--- config.mk ---
export PLATFORM = sky130hd
export DESIGN_NAME = etsr_readout
export DESIGN_NICKNAME = d
export VERILOG_FILES = /design/src/shared/etsr_pkg.sv /design/src/rtl/etsr_readout.sv
export SDC_FILE = /design/constraint.sdc
export NUM_CORES = 1
export LEC_CHECK = 0
export BUFFER_PORTS_ARGS = -buffer_cell sky130_fd_sc_hd__buf_2
export CORE_ASPECT_RATIO = 1.2
export CORE_UTILIZATION = 51
export CTS_CLUSTER_SIZE = 8
export DETAILED_ROUTE_END_ITERATION = 6
export PLACE_DENSITY = 0.75
export SYNTH_ARGS = -nofsm -noshare
export SYNTH_HDL_FRONTEND = slang
export SYNTH_SLANG_ARGS = --single-unit
--- constraint.sdc ---
create_clock -name clk -period 1.46 [get_ports clk]
set_input_delay 0.219 -clock clk [delete_from_list [all_inputs] [get_ports clk]]
set_output_delay 0.219 -clock clk [all_outputs]
set_load 0.02 [all_outputs]
--- src/shared/etsr_pkg.sv ---
// Package of offsets, field layouts, codes and types for the timestamp sample readout block.
package etsr_pkg;

    // ****************************************
    // Register offsets, byte addresses
    // ****************************************
    localparam logic [31:0] S7_NS_OFF    = 32'h0000059C;
    localparam logic [31:0] S7_SEC_OFF   = 32'h000005A0;
    localparam logic [31:0] S7_PHASE_OFF = 32'h000005A4;
    localparam logic [31:0] S8_NS_OFF    = 32'h000005A8;
    localparam logic [31:0] S8_SEC_OFF   = 32'h000005AC;
    localparam logic [31:0] S8_PHASE_OFF = 32'h000005B0;

    // ****************************************
    // Field layout and reset values
    // ****************************************
    localparam int          UNIT_PTR_BIT = 8;
    localparam int          NUM_UNITS    = 2;
    localparam int          NUM_SAMPLES  = 2;
    localparam int          EDGE_BIT     = 30;
    localparam int          NS_W         = 30;
    localparam int          SEC_W        = 32;
    localparam int          SLOT_W       = 3;
    localparam logic [30:0] NS_RESET     = 31'h00000000;
    localparam logic [31:0] SEC_RESET    = 32'h00000000;
    localparam logic [2:0]  SLOT_RESET   = 3'h0;
    localparam logic [31:0] UNMAPPED_VAL = 32'h00000000;
    localparam logic        SAMPLE_7TH   = 1'b0;
    localparam logic        SAMPLE_8TH   = 1'b1;

    // ****************************************
    // Sub-cycle slot codes within the 40 ns reference period
    // ****************************************
    localparam logic [2:0] SLOT_0NS  = 3'h0;
    localparam logic [2:0] SLOT_8NS  = 3'h1;
    localparam logic [2:0] SLOT_16NS = 3'h5;
    localparam logic [2:0] SLOT_24NS = 3'h3;
    localparam logic [2:0] SLOT_32NS = 3'h4;

    // ****************************************
    // Types
    // ****************************************
    typedef struct packed {
        logic               valid;
        logic               unit;
        logic               sample;
        logic               rising;
        logic [NS_W-1:0]    nanosec;
        logic [SEC_W-1:0]   whole_sec;
        logic [SLOT_W-1:0]  slot_code;
    } etsr_capture_type;

    typedef enum logic [1:0] {
        ST_IDLE = 2'b01,
        ST_DATA = 2'b10
    } etsr_state_type;

endpackage : etsr_pkg

--- src/rtl/etsr_readout.sv ---
// AHB-Lite readout of banked seventh and eighth event timestamp samples.
//
// Function
// - Returned nanoseconds and seconds copies are those of the unit named by index bit 8.
// - Bit 30 of each nanoseconds register holds the edge, 1 rising and 0 falling.
// - The seventh-sample nanoseconds register returns the capture nanoseconds in bits 29 to 0.
// - The seventh-sample seconds register returns the capture seconds in all 32 bits.
// - The seventh-sample phase register returns a 3-bit slot code in bits 2 to 0.
// - Slot codes: 000 is 0 ns, 001 is 8 ns, 101 is 16 ns, 011 is 24 ns, 100 is 32 ns.
// - The eighth-sample nanoseconds register returns bits 29 to 0 beside its edge.
// - The eighth-sample seconds register returns the capture seconds in all 32 bits.
// - The seventh-sample registers decode at 0x059C, 0x05A0 and 0x05A4.
// - The eighth-sample nanoseconds and seconds registers decode at 0x05A8 and 0x05AC.
// - The eighth-sample phase register decodes at 0x05B0 with the same slot encoding.
module etsr_readout (
    input  wire logic                      clk,
    input  wire logic                      srst,
    input  wire logic                      ce,
    input  wire logic                      hsel,
    input  wire logic [31:0]               haddr,
    input  wire logic [1:0]                htrans,
    input  wire logic                      hwrite,
    input  wire logic [2:0]                hsize,
    input  wire logic [31:0]               hwdata,
    input  wire logic                      hready,
    output logic                           hreadyout,
    output logic                           hresp,
    output logic [31:0]                    hrdata,
    input  wire logic [31:0]               unit_index_word,
    input  wire etsr_pkg::etsr_capture_type capture,
    output logic                           capture_ready
);

    // ****************************************
    // Storage
    // ****************************************
    // Edge flag and nanoseconds share one 31-bit word per unit and sample.
    // Only the capture engine writes these arrays; the bus can only read them.
    logic [etsr_pkg::NUM_UNITS-1:0][etsr_pkg::NUM_SAMPLES-1:0][30:0] ns_mem_reg;
    logic [etsr_pkg::NUM_UNITS-1:0][etsr_pkg::NUM_SAMPLES-1:0][31:0] sec_mem_reg;
    logic [etsr_pkg::NUM_SAMPLES-1:0][2:0]                          slot_mem_reg;
    logic [31:0]              hrdata_reg;
    logic [31:0]              hrdata_next;
    etsr_pkg::etsr_state_type state_reg;
    etsr_pkg::etsr_state_type state_next;

    logic                     ptr;
    logic [1:0][30:0]         ns_bank;
    logic [1:0][31:0]         sec_bank;
    logic                     accept;
    logic                     rd_accept;
    logic                     hit_s7_ns;
    logic                     hit_s7_sec;
    logic                     hit_s7_ph;
    logic                     hit_s8_ns;
    logic                     hit_s8_sec;
    logic                     hit_s8_ph;
    logic                     cap_go;
    logic                     slot_legal;
    logic [2:0]               slot_clean;
    logic [30:0]              cap_ns_word;

    // ****************************************
    // Bus handshake
    // ****************************************
    // Zero wait states; a low clock enable stretches the data phase.
    // Size and write data are not decoded: every register is a read-only word,
    // so a write completes OKAY and is dropped.
    assign hreadyout     = ce;
    assign hresp         = 1'b0;
    assign hrdata        = hrdata_reg;
    assign capture_ready = ce & ~srst;
    assign accept        = ce & hsel & htrans[1] & hready;
    assign rd_accept     = accept & ~hwrite;

    // ****************************************
    // Address decode and bank selection
    // ****************************************
    // Decode on the whole word address; any other address reads zero.
    // A misaligned address never matches, so it reads zero; a narrow transfer at a register address returns the whole word.
    assign hit_s7_ns  = haddr == etsr_pkg::S7_NS_OFF;
    assign hit_s7_sec = haddr == etsr_pkg::S7_SEC_OFF;
    assign hit_s7_ph  = haddr == etsr_pkg::S7_PHASE_OFF;
    assign hit_s8_ns  = haddr == etsr_pkg::S8_NS_OFF;
    assign hit_s8_sec = haddr == etsr_pkg::S8_SEC_OFF;
    assign hit_s8_ph  = haddr == etsr_pkg::S8_PHASE_OFF;

    // The pointer is sampled with the address phase, so a later change of it
    // does not disturb a read already under way.
    assign ptr      = unit_index_word[etsr_pkg::UNIT_PTR_BIT];
    assign ns_bank  = ns_mem_reg[ptr];
    assign sec_bank = sec_mem_reg[ptr];

    // Reserved bits are filled with zero by the zero extension.
    // A capture in the same cycle as the address phase is seen by the next read only.
    assign hrdata_next =
        ({32{hit_s7_ns}}  & {1'b0, ns_bank[etsr_pkg::SAMPLE_7TH]})    |
        ({32{hit_s7_sec}} & sec_bank[etsr_pkg::SAMPLE_7TH])           |
        ({32{hit_s7_ph}}  & {29'h0, slot_mem_reg[etsr_pkg::SAMPLE_7TH]}) |
        ({32{hit_s8_ns}}  & {1'b0, ns_bank[etsr_pkg::SAMPLE_8TH]})    |
        ({32{hit_s8_sec}} & sec_bank[etsr_pkg::SAMPLE_8TH])           |
        ({32{hit_s8_ph}}  & {29'h0, slot_mem_reg[etsr_pkg::SAMPLE_8TH]});

    // ****************************************
    // Capture path
    // ****************************************
    // Codes outside the five legal slots are stored as the 0 ns slot, so
    // software never sees an undefined phase code.
    assign slot_legal = (capture.slot_code == etsr_pkg::SLOT_0NS)  |
                        (capture.slot_code == etsr_pkg::SLOT_8NS)  |
                        (capture.slot_code == etsr_pkg::SLOT_16NS) |
                        (capture.slot_code == etsr_pkg::SLOT_24NS) |
                        (capture.slot_code == etsr_pkg::SLOT_32NS);
    assign slot_clean  = slot_legal ? capture.slot_code : etsr_pkg::SLOT_0NS;
    assign cap_go      = ce & capture.valid;
    assign cap_ns_word = {capture.rising, capture.nanosec};

    // Bus writes never reach this storage; only the capture engine fills it.
    generate
        for (genvar u = 0; u < etsr_pkg::NUM_UNITS; u++) begin : g_unit
            always_ff @(posedge clk) begin
                if (srst) begin
                    ns_mem_reg[u]  <= '0;
                    sec_mem_reg[u] <= '0;
                end else if (cap_go && capture.unit == 1'(u)) begin
                    ns_mem_reg[u][capture.sample]  <= cap_ns_word;
                    sec_mem_reg[u][capture.sample] <= capture.whole_sec;
                end
            end
        end
    endgenerate

    // The phase word is not banked, so the last capture of a sample wins.
    always_ff @(posedge clk) begin
        if (srst) begin
            slot_mem_reg <= '0;
        end else if (cap_go) begin
            slot_mem_reg[capture.sample] <= slot_clean;
        end
    end

    // ****************************************
    // Transfer state
    // ****************************************
    // Idle waits for an address phase; data marks the cycle of its answer.
    always_comb begin
        case (state_reg)
            etsr_pkg::ST_IDLE: state_next = accept ? etsr_pkg::ST_DATA : etsr_pkg::ST_IDLE;
            etsr_pkg::ST_DATA: state_next = accept ? etsr_pkg::ST_DATA : etsr_pkg::ST_IDLE;
            default:           state_next = etsr_pkg::ST_IDLE;
        endcase
    end

    // Read data is loaded at the address-phase edge and held until the next
    // read, which keeps hrdata glitch-free through a stretched data phase.
    always_ff @(posedge clk) begin
        if (srst) begin
            state_reg  <= etsr_pkg::ST_IDLE;
            hrdata_reg <= etsr_pkg::UNMAPPED_VAL;
        end else if (ce) begin
            state_reg <= state_next;
            if (rd_accept) begin
                hrdata_reg <= hrdata_next;
            end
        end
    end

    // ****************************************
    // Assertions
    // ****************************************
    // A seventh seconds read returns the copy of the unit the pointer named.
    AST_UNIT_SELECT: assert property (@(posedge clk) disable iff (srst)
        rd_accept && hit_s7_sec |=> hrdata == $past(sec_mem_reg[ptr][0]))
        else $error("seventh seconds read did not follow the unit pointer");

    // The edge of every capture lands in bit 30 of its nanoseconds word.
    AST_EDGE_FLAG: assert property (@(posedge clk) disable iff (srst)
        cap_go |=> ns_mem_reg[$past(capture.unit)][$past(capture.sample)][etsr_pkg::EDGE_BIT]
                   == $past(capture.rising))
        else $error("captured edge flag not stored in bit 30");

    // The seventh nanoseconds read follows the pointer, edge flag included.
    AST_S7_NS: assert property (@(posedge clk) disable iff (srst)
        rd_accept && hit_s7_ns |=>
            hrdata == {1'b0, $past(ns_mem_reg[ptr][0])})
        else $error("seventh nanoseconds read returned a wrong value");

    // Seventh-sample seconds are stored in the captured unit's copy.
    AST_S7_SEC: assert property (@(posedge clk) disable iff (srst)
        cap_go && capture.sample == etsr_pkg::SAMPLE_7TH |=>
            sec_mem_reg[$past(capture.unit)][0] == $past(capture.whole_sec))
        else $error("seventh seconds not stored from capture");

    // Both phase words keep their reserved upper bits at zero.
    AST_PHASE_RESERVED: assert property (@(posedge clk) disable iff (srst)
        rd_accept && (hit_s7_ph || hit_s8_ph) |=> hrdata[31:3] == 29'h0)
        else $error("phase register reserved bits not zero");

    // No undefined slot code is ever held, so software never has to filter one.
    AST_SLOT_LEGAL: assert property (@(posedge clk) disable iff (srst)
        slot_mem_reg[0] != 3'h2 && slot_mem_reg[0][2:1] != 2'b11 &&
        slot_mem_reg[1] != 3'h2 && slot_mem_reg[1][2:1] != 2'b11)
        else $error("undefined slot code stored");

    // Eighth-sample nanoseconds are stored in the captured unit's copy.
    AST_S8_NS: assert property (@(posedge clk) disable iff (srst)
        cap_go && capture.sample == etsr_pkg::SAMPLE_8TH |=>
            ns_mem_reg[$past(capture.unit)][1][29:0] == $past(capture.nanosec))
        else $error("eighth nanoseconds not stored from capture");

    // Eighth-sample seconds are stored in the captured unit's copy.
    AST_S8_SEC: assert property (@(posedge clk) disable iff (srst)
        cap_go && capture.sample == etsr_pkg::SAMPLE_8TH |=>
            sec_mem_reg[$past(capture.unit)][1] == $past(capture.whole_sec))
        else $error("eighth seconds not stored from capture");

    // The eighth phase read returns its unbanked code.
    AST_S8_PHASE: assert property (@(posedge clk) disable iff (srst)
        rd_accept && haddr == etsr_pkg::S8_PHASE_OFF |=>
            hrdata == {29'h0, $past(slot_mem_reg[1])})
        else $error("eighth phase read returned a wrong value");

    // An address outside the six words reads as zero.
    AST_UNMAPPED: assert property (@(posedge clk) disable iff (srst)
        rd_accept && !(hit_s7_ns || hit_s7_sec || hit_s7_ph || hit_s8_ns ||
                       hit_s8_sec || hit_s8_ph) |=> hrdata == 32'h0)
        else $error("unmapped read did not return zero");

    // Bit 31 of both nanoseconds words reads zero.
    AST_NS_RESERVED: assert property (@(posedge clk) disable iff (srst)
        rd_accept && (hit_s7_ns || hit_s8_ns) |=> !hrdata[31])
        else $error("nanoseconds register bit 31 not zero");

    // A bus write leaves all sample storage untouched.
    AST_WRITE_NO_EFFECT: assert property (@(posedge clk) disable iff (srst)
        accept && hwrite && !cap_go |=>
            $stable(ns_mem_reg) && $stable(sec_mem_reg) && $stable(slot_mem_reg))
        else $error("bus write changed sample storage");

    // A capture into one unit must leave the other unit's copies alone.
    AST_OTHER_UNIT_KEPT: assert property (@(posedge clk) disable iff (srst)
        cap_go |=> ns_mem_reg[~$past(capture.unit)] == $past(ns_mem_reg[~capture.unit]) &&
                   sec_mem_reg[~$past(capture.unit)] == $past(sec_mem_reg[~capture.unit]))
        else $error("capture disturbed the other unit's samples");

    // The stored seventh nanoseconds follow the capture word.
    AST_S7_NS_STORE: assert property (@(posedge clk) disable iff (srst)
        cap_go && capture.sample == etsr_pkg::SAMPLE_7TH |=>
            ns_mem_reg[$past(capture.unit)][0][29:0] == $past(capture.nanosec))
        else $error("seventh nanoseconds not stored from capture");

    // The seventh phase read returns its unbanked code.
    AST_S7_PHASE: assert property (@(posedge clk) disable iff (srst)
        rd_accept && hit_s7_ph |=> hrdata == {29'h0, $past(slot_mem_reg[0])})
        else $error("seventh phase read returned a wrong value");

    // Legal slot codes are kept exactly as captured.
    AST_SLOT_KEEP: assert property (@(posedge clk) disable iff (srst)
        cap_go && capture.slot_code inside {3'h0, 3'h1, 3'h3, 3'h4, 3'h5} |=>
            slot_mem_reg[$past(capture.sample)] == $past(capture.slot_code))
        else $error("legal slot code not kept");

    // Undefined slot codes are folded to the 0 ns slot.
    AST_SLOT_FOLD: assert property (@(posedge clk) disable iff (srst)
        cap_go && capture.slot_code inside {3'h2, 3'h6, 3'h7} |=>
            slot_mem_reg[$past(capture.sample)] == 3'h0)
        else $error("undefined slot code not folded to zero");

    // The eighth nanoseconds read follows the pointer and keeps bit 31 clear.
    AST_S8_NS_READ: assert property (@(posedge clk) disable iff (srst)
        rd_accept && hit_s8_ns |=> hrdata == {1'b0, $past(ns_mem_reg[ptr][1])})
        else $error("eighth nanoseconds read returned a wrong value");

    // The eighth seconds read follows the pointer.
    AST_S8_SEC_READ: assert property (@(posedge clk) disable iff (srst)
        rd_accept && hit_s8_sec |=> hrdata == $past(sec_mem_reg[ptr][1]))
        else $error("eighth seconds read returned a wrong value");

    // A low clock enable freezes storage, read data and transfer state.
    AST_FROZEN: assert property (@(posedge clk) disable iff (srst)
        !ce |=> $stable(ns_mem_reg) && $stable(sec_mem_reg) && $stable(slot_mem_reg) &&
                $stable(hrdata) && $stable(state_reg))
        else $error("state changed while the clock enable was low");

    // Reset clears every copy and the read data, whatever the clock enable.
    AST_RESET_ZERO: assert property (@(posedge clk)
        srst |=> ns_mem_reg == '0 && sec_mem_reg == '0 && slot_mem_reg == '0 &&
                 hrdata == 32'h0)
        else $error("reset did not clear the sample storage");

    // Covers for a read of each sample, the unit 1 bank, a write and back-to-back transfers.
    COV_READ_S7: cover property (@(posedge clk) disable iff (srst)
        rd_accept && hit_s7_ns ##1 ce);
    COV_READ_UNIT1: cover property (@(posedge clk) disable iff (srst)
        rd_accept && hit_s8_sec && ptr ##1 ce);
    COV_CAPTURE_THEN_READ: cover property (@(posedge clk) disable iff (srst)
        cap_go ##[1:4] rd_accept && hit_s8_ph);
    COV_WRITE: cover property (@(posedge clk) disable iff (srst)
        accept && hwrite ##1 ce);
    COV_BACK_TO_BACK: cover property (@(posedge clk) disable iff (srst)
        state_reg == etsr_pkg::ST_DATA && accept);

endmodule : etsr_readout

==> results.ini, run 1 <==
[status]
outcome = finished, final reports clean

[synth]
ys.warnings.count = 0
synthesis.area_sq_um = 12400
ys_seq_elements = 290
synth_cells = 1557
yosysTopAreaCell = dfxtp_1
ys_top_cells_by_area = dfxtp_1 (47%), nand2_1 (16%), mux2i_1 (11%), a21oi_1 (10%), nor3_1 (2.5%)
syn_area_per_cell_sq_um = 7.94
yosys.area.top_type_share_pct = 46.9
ys_seq_area_share_pct = 46.9
syn_nets = 1733
synth_cell_types = 41

[clock_tree]
cts_htree_levels = 2
clk_pin_slew_ns = 0.05
cts_tree = yes
clk_path_buf_depth = 3
cts-resized-gates = 0
postCtsSetupBuffers = 0
cts.sinks = 290
insertion_delay_ns = 0.52
numCtsBuffers = 42
clock_tree.root_cell = clkbuf_16

[detailed_routing]
wire_per_inst_microns = 17.5
drt-total-wl_microns = 36200
ant_nets = 0
vias_per_cell = 5.67
dr.pass1.iters = 5
num_vias = 11700
drt_iter0_drc = 1006
post-route-drc-count = 0

[power]
power_density_nw_per_um2 = 1160
p_int_mw = 13.9
swShare_pct = 23.1
clkPwrFrac_pct = 46.9
power_mw = 18.0
seqPwrFrac_pct = 45.3
switching_power_mw = 4.15
ir_worst_vdd_mv = 0.733
p_leak_nw = 5.72
pwr-share-comb_pct = 7.8

[grt]
grt_pass1_wl_microns = 57700
overflow = 0
grt_max_degree = 202
grt_pass1_vias = 11400
grt_util_all_layers_pct = 29.3
antenna_found_initial = 1

[timing]
slew_viol_final = 0
fmaxAchievable_ghz = 0.741
rsz0062_at_grt = false
fin_tns_setup_ns = 0
period_share_pct = 92.5
slew_headroom_pct = 40.3
clock_skew_ns = 0.0169
finalHoldViolCount = 0
finalSetupViolations = 0
worstMarginPinSlew_ns = 0.896
min_period_ns = 1.35

[critical_path]
arrival_ns = 1.13
path_class = register to output pin
cp-start-kind = register
critPathSlowestCell = dfxtp_1
endpoint_kind = output pin
crit_chain = buf_2
path_buf_inv = 1
slowest_delay_ns = 0.41
crit_required_ns = 1.24
cp_top_family = flip-flops
cp_max_fo = 2

[floorplanning]
die-height_microns = 173
num_rows = 62
ios = 211
start_util_pct = 51.8
dieArea_sq_um = 24900
core_sq_um = 23900
die_x_microns = 144

[final_layout]
final_area_sq_um = 15600
most-common-layout-cells = nand2_1 (535), dfxtp_1 (290), a21oi_1 (255)
syn_to_final_growth_pct = 26.0
nNetsFinal = 1922
multiInputGateArea_sq_um = 5970
largest_reg_flops = 128
fillerInstances = 1993
layout_commonest_cell = nand2_1
seq_area_sq_um = 5810
drive_gt1_share_pct = 15.7

[placement]
gp_congestion = 0.789
io_buffers = 142
hpwl_microns = 21600
place_area_sq_um = 13800

[hold_path]
worstHoldPathType = primary input to register

[job]
maxCapViolCount = 0

-- stage by stage --
step,worst slack [ns],utilization [%],hold WS (ns),instances
6_report,0.110,65.2,0.0699,2069
5_1_grt,0.0871,65.2,0.0900,2069
4_1_cts,0.0971,65.2,0.0527,2068
3_5_place_dp,-0.279,57.9,0.442,1959
3_3_place_gp,-0.220,57.9,0.436,1959
2_1_floorplan,0.00202,-,0.355,1557
-- routing by layer --
layer	share of wire, %	vias to the layer above	global-route usage [%]
met5	0	-	0
met4	3.6	0	13.8
met3	6.8	105	4.18
met2	50	457	50.2
met1	40	5539	35.7
li1	-	5620	-
-- final timing paths --
check | start | endpoint | slack [ns] | cells after the start
setup / recovery | hrdata[22] | hrdata[22] | 0.11 | 1
hold / removal | capture[1] | slot_mem_reg[5] | 0.07 | 4
setup reg to reg | ns_mem_reg[102] | hrdata[9] | 0.34 | 4
hold reg to reg | hrdata[6] | hrdata[6] | 0.45 | 2
-- Yosys cell counts --
cell	instances
mux2i_1	130
o2111ai_1	1
nand2_1	535
nor2b_1	2
nand4bb_1	3
nand4b_1	2
o22ai_1	34
nand4_1	2
a211oi_1	28
nor4_4	1
inv_1	7
o21ai_1	28
dfxtp_1	290
or2_2	1
or4b_2	1
or4b_1	1
nand3_4	1
a21boi_0	1
or4_4	2
o21ba_2	1
nor2_2	3
buf_2	49
clkbuf_1	65
or4_1	1
nor4bb_1	2
nor4_1	3
buf_6	8
nand3b_2	1
nor2_1	12
buf_4	5
o211ai_1	9
buf_8	1
nand3_1	1
nor3_2	1
conb_1	1
and4_1	1
o21ai_0	1
nor3_1	63
a21oi_1	255
nand2b_1	3
nand3b_1	1
-- repair_timing --
action,CTS,global route
hold buffers,63,0
setup endpoints to repair,0,0
endpoints found under the hold margin,238,0
-- final cells by class --
cell class	count	share of cell area, %
clock buffers	43	6.90
diodes	1	0.0161
clock inverters	3	0.265
inverters	7	0.169
multi-input cells	1132	38.3
flip-flops and latches	290	37.3
well taps	320	2.57
repair buffers	273	14.5
-- power groups by stage --
stage | logic (mW) | registers, mW | clock network, mW
after floorplan | 0.671 | 8.29 | 0
after global placement | 1.23 | 8.30 | 0
after detailed placement | 1.26 | 8.31 | 0
after CTS | 1.39 | 8.16 | 8.53
after global routing | 1.50 | 8.16 | 8.88
final | 1.41 | 8.16 | 8.44
-- cell families (layout without fill, tap and decap cells) --
group | Yosys count | after routing | synth area share [%]
compound gates | 358 | 358 | 15.7
buf+inv | 135 | 326 | 5.32
flops | 290 | 290 | 46.9
mux | 130 | 130 | 10.5
other cells | 1 | 2 | 0.0303
simple gates | 643 | 643 | 21.5
Note: power is estimated with default switching activity, not from simulation.
==> inputs of run 2 (changes only) <==
==> constraint.sdc (replaced) <==
create_clock -name clk -period 1.46 [get_ports clk]
set_input_delay 0.219 -clock clk [delete_from_list [all_inputs] [get_ports clk]]
set_output_delay 0.219 -clock clk [all_outputs]
set_load 0.05 [all_outputs]
==> run 2 against run 1 <==
Against the previous run:
- die area unchanged
- combinational power about the same
- clock skew down 0.0048 ns
- sequential power about the same
- maximum frequency down 4.3%
- register-to-register slack worse by 0.05 ns
- clock power down 0.7%
- highest routed layer unchanged
- power down 0.15%
- setup slack worse by 0.060 ns
- global-route usage up 0.53 points
==> results.ini, run 2 (same netlist as run 1, synthesis figures left out) <==
[hold_path]
worstHoldPathType = primary input to register  ; unchanged
hold_depth = 4  ; unchanged
worst_hold_startpoint = capture[1]  ; unchanged
hold-path-endpoint = slot_mem_reg[5]  ; unchanged

[power]
power_mw = 18.0  ; about the same
power_density_nw_per_um2 = 1150  ; was 1160 nW/um^2
clkPwrFrac_pct = 46.6  ; was 46.9%
ir_worst_vdd_mv = 0.783  ; was 0.733 mV
p_leak_nw = 5.74  ; was 5.72 nW
p_int_mw = 13.8  ; was 13.9 mW
swShare_pct = 23.1  ; about the same
seqPwrFrac_pct = 45.4  ; was 45.3%
pwr-share-comb_pct = 8.0  ; was 7.8%
switching_power_mw = 4.14  ; was 4.15 mW

[timing]
worstMarginPinSlew_ns = 0.906  ; was 0.896 ns
slew_headroom_pct = 39.6  ; was 40.3%
rsz0062_at_grt = false  ; unchanged
period_share_pct = 96.6  ; was 92.5%
finalHoldViolCount = 0  ; unchanged
slew_viol_final = 0  ; unchanged
min_period_ns = 1.41  ; was 1.35 ns
fin_tns_setup_ns = 0  ; unchanged
fmaxAchievable_ghz = 0.709  ; was 0.741 GHz
finalSetupViolations = 0  ; unchanged
clock_skew_ns = 0.0121  ; was 0.0169 ns

[detailed_routing]
wl_met2_microns = 18600  ; was 18,000 microns
route.met3.wl_microns = 2240  ; was 2470 microns
post-route-drc-count = 0  ; unchanged
dr.pass1.iters = 5  ; unchanged
topRoutingLayerUsed = met4  ; unchanged
vias_per_cell = 5.75  ; was 5.67
num_vias = 11900  ; was 11,700
ant_nets = 0  ; unchanged
drt_iter0_drc = 1000  ; was 1,006
met1_length_microns = 14600  ; was 14,400 microns
drt-total-wl_microns = 36900  ; was 36,200 microns
wire_per_inst_microns = 17.8  ; was 17.5 microns

[critical_path]
r2r-end = hrdata[1]  ; was hrdata[9]
cp_max_fo = 2  ; unchanged
cp_top_family = flip-flops  ; unchanged
crit_chain = buf_2  ; unchanged
rr_startpoint = sec_mem_reg[65]  ; was ns_mem_reg[102]
slowest_delay_ns = 0.38  ; was 0.41 ns
path_class = register to output pin  ; unchanged
worstRegToRegCells = 5  ; was 4
reg2reg_slack_ns = 0.29  ; was 0.34 ns
cp-start-kind = register  ; unchanged
critPathSlowestCell = dfxtp_1  ; unchanged
path_buf_inv = 1  ; unchanged
crit_required_ns = 1.24  ; about the same
arrival_ns = 1.19  ; was 1.13 ns
endpoint_kind = output pin  ; unchanged

[final_layout]
syn_to_final_growth_pct = 26.2  ; was 26.0%
largest_reg_flops = 128  ; unchanged
most-common-layout-cells = nand2_1 (535), dfxtp_1 (290), a21oi_1 (255)  ; unchanged
nNetsFinal = 1925  ; was 1,922
final_area_sq_um = 15600  ; about the same
stdcell_count = 2070  ; was 2,069
fillerInstances = 2039  ; was 1,993
layout_commonest_cell = nand2_1  ; unchanged
antenna_cells = 0  ; was 1
drive_gt1_share_pct = 15.9  ; was 15.7%

[status]
outcome = finished, final reports clean  ; unchanged

[floorplanning]
core_sq_um = 23900  ; unchanged
ios = 211  ; unchanged
dieArea_sq_um = 24900  ; unchanged
die-height_microns = 173  ; unchanged
die_x_microns = 144  ; unchanged
start_util_pct = 51.8  ; unchanged
num_rows = 62  ; unchanged

[clock_tree]
cts-resized-gates = 0  ; unchanged
clk_pin_slew_ns = 0.05  ; about the same
postCtsHoldBufs = 63  ; unchanged
numCtsBuffers = 42  ; unchanged
cts.sinks = 290  ; unchanged
cts_htree_levels = 2  ; unchanged
clock_tree.root_cell = clkbuf_16  ; unchanged
clk_path_buf_depth = 3  ; unchanged
postCtsSetupBuffers = 0  ; unchanged
insertion_delay_ns = 0.52  ; about the same
cts_tree = yes  ; unchanged

[grt]
overflow = 0  ; unchanged
grt_max_degree = 179  ; was 202
grt_pass1_vias = 11600  ; was 11,400
grt_pass1_wl_microns = 58700  ; was 57,700 microns
antenna_found_initial = 0  ; was 1
grt_util_all_layers_pct = 29.8  ; was 29.3%

[placement]
gp_congestion = 0.830  ; was 0.789
dp_cells = 1962  ; was 1,959
hpwl_microns = 22000  ; was 21,600 microns
io_buffers = 142  ; unchanged
place_area_sq_um = 13900  ; was 13,800 sq um

[job]
maxCapViolCount = 0  ; unchanged

## run 2: worst register-to-register path: cells and delay by family, from the launching register on
family	cells	cell delay, ns
compound gates	3	0.53
buf+inv	1	0.13
flops	1	0.34
mux	1	0.08
## run 2: power groups by stage
stage | sequential [mW] | clock (mW) | combinational (mW)
after floorplan | 8.29 | 0 | 0.681
after global placement | 8.30 | 0 | 1.26
after detailed placement | 8.31 | 0 | 1.28
after CTS | 8.15 | 8.48 | 1.42
after global routing | 8.16 | 8.80 | 1.53
final | 8.16 | 8.38 | 1.44
## run 2: worst max path at each step
stage / startpoint / endpoint / slack (ns) / depth (start not counted)
6_report: hrdata[4] / hrdata[4] / 0.05 / 1
5_1_grt: hrdata[21] / hrdata[21] / 0.01 / 1
4_1_cts: hrdata[22] / hrdata[22] / 0.03 / 1
3_5_place_dp: haddr[1] / hrdata[1] / -0.30 / 6
3_3_place_gp: haddr[1] / hrdata[1] / -0.29 / 6
2_1_floorplan: haddr[1] / hrdata[0] / 0.002 / 6
## run 2: cell type report
type	instances	area, sq um	share of cell area, %
Clock buffer	43	1080	6.89
Clock inverter	2	17.5	0.112
Inverter	7	26.3	0.168
Multi-Input combinational cell	1132	5970	38.3
Sequential cell	290	5810	37.2
Tap cell	320	400	2.57
Timing Repair Buffer	276	2310	14.8
## run 2: metal layers
metal / track usage (%) / vias up
met5: 0 / -
met1: 35.4 / 5705
met2: 52.7 / 454
li1: - / 5639
met4: 13.6 / 0
met3: 3.85 / 112
## run 2: through the flow
stage / utilization [%] / hold slack [ns] / setup WS [ns]
after floorplan: - / 0.355 / 0.00202
after global placement: 58.1 / 0.439 / -0.288
after detailed placement: 58.1 / 0.441 / -0.296
after CTS: 65.3 / 0.0716 / 0.0330
after global routing: 65.3 / 0.0904 / 0.0101
final: 65.3 / 0.0831 / 0.0493
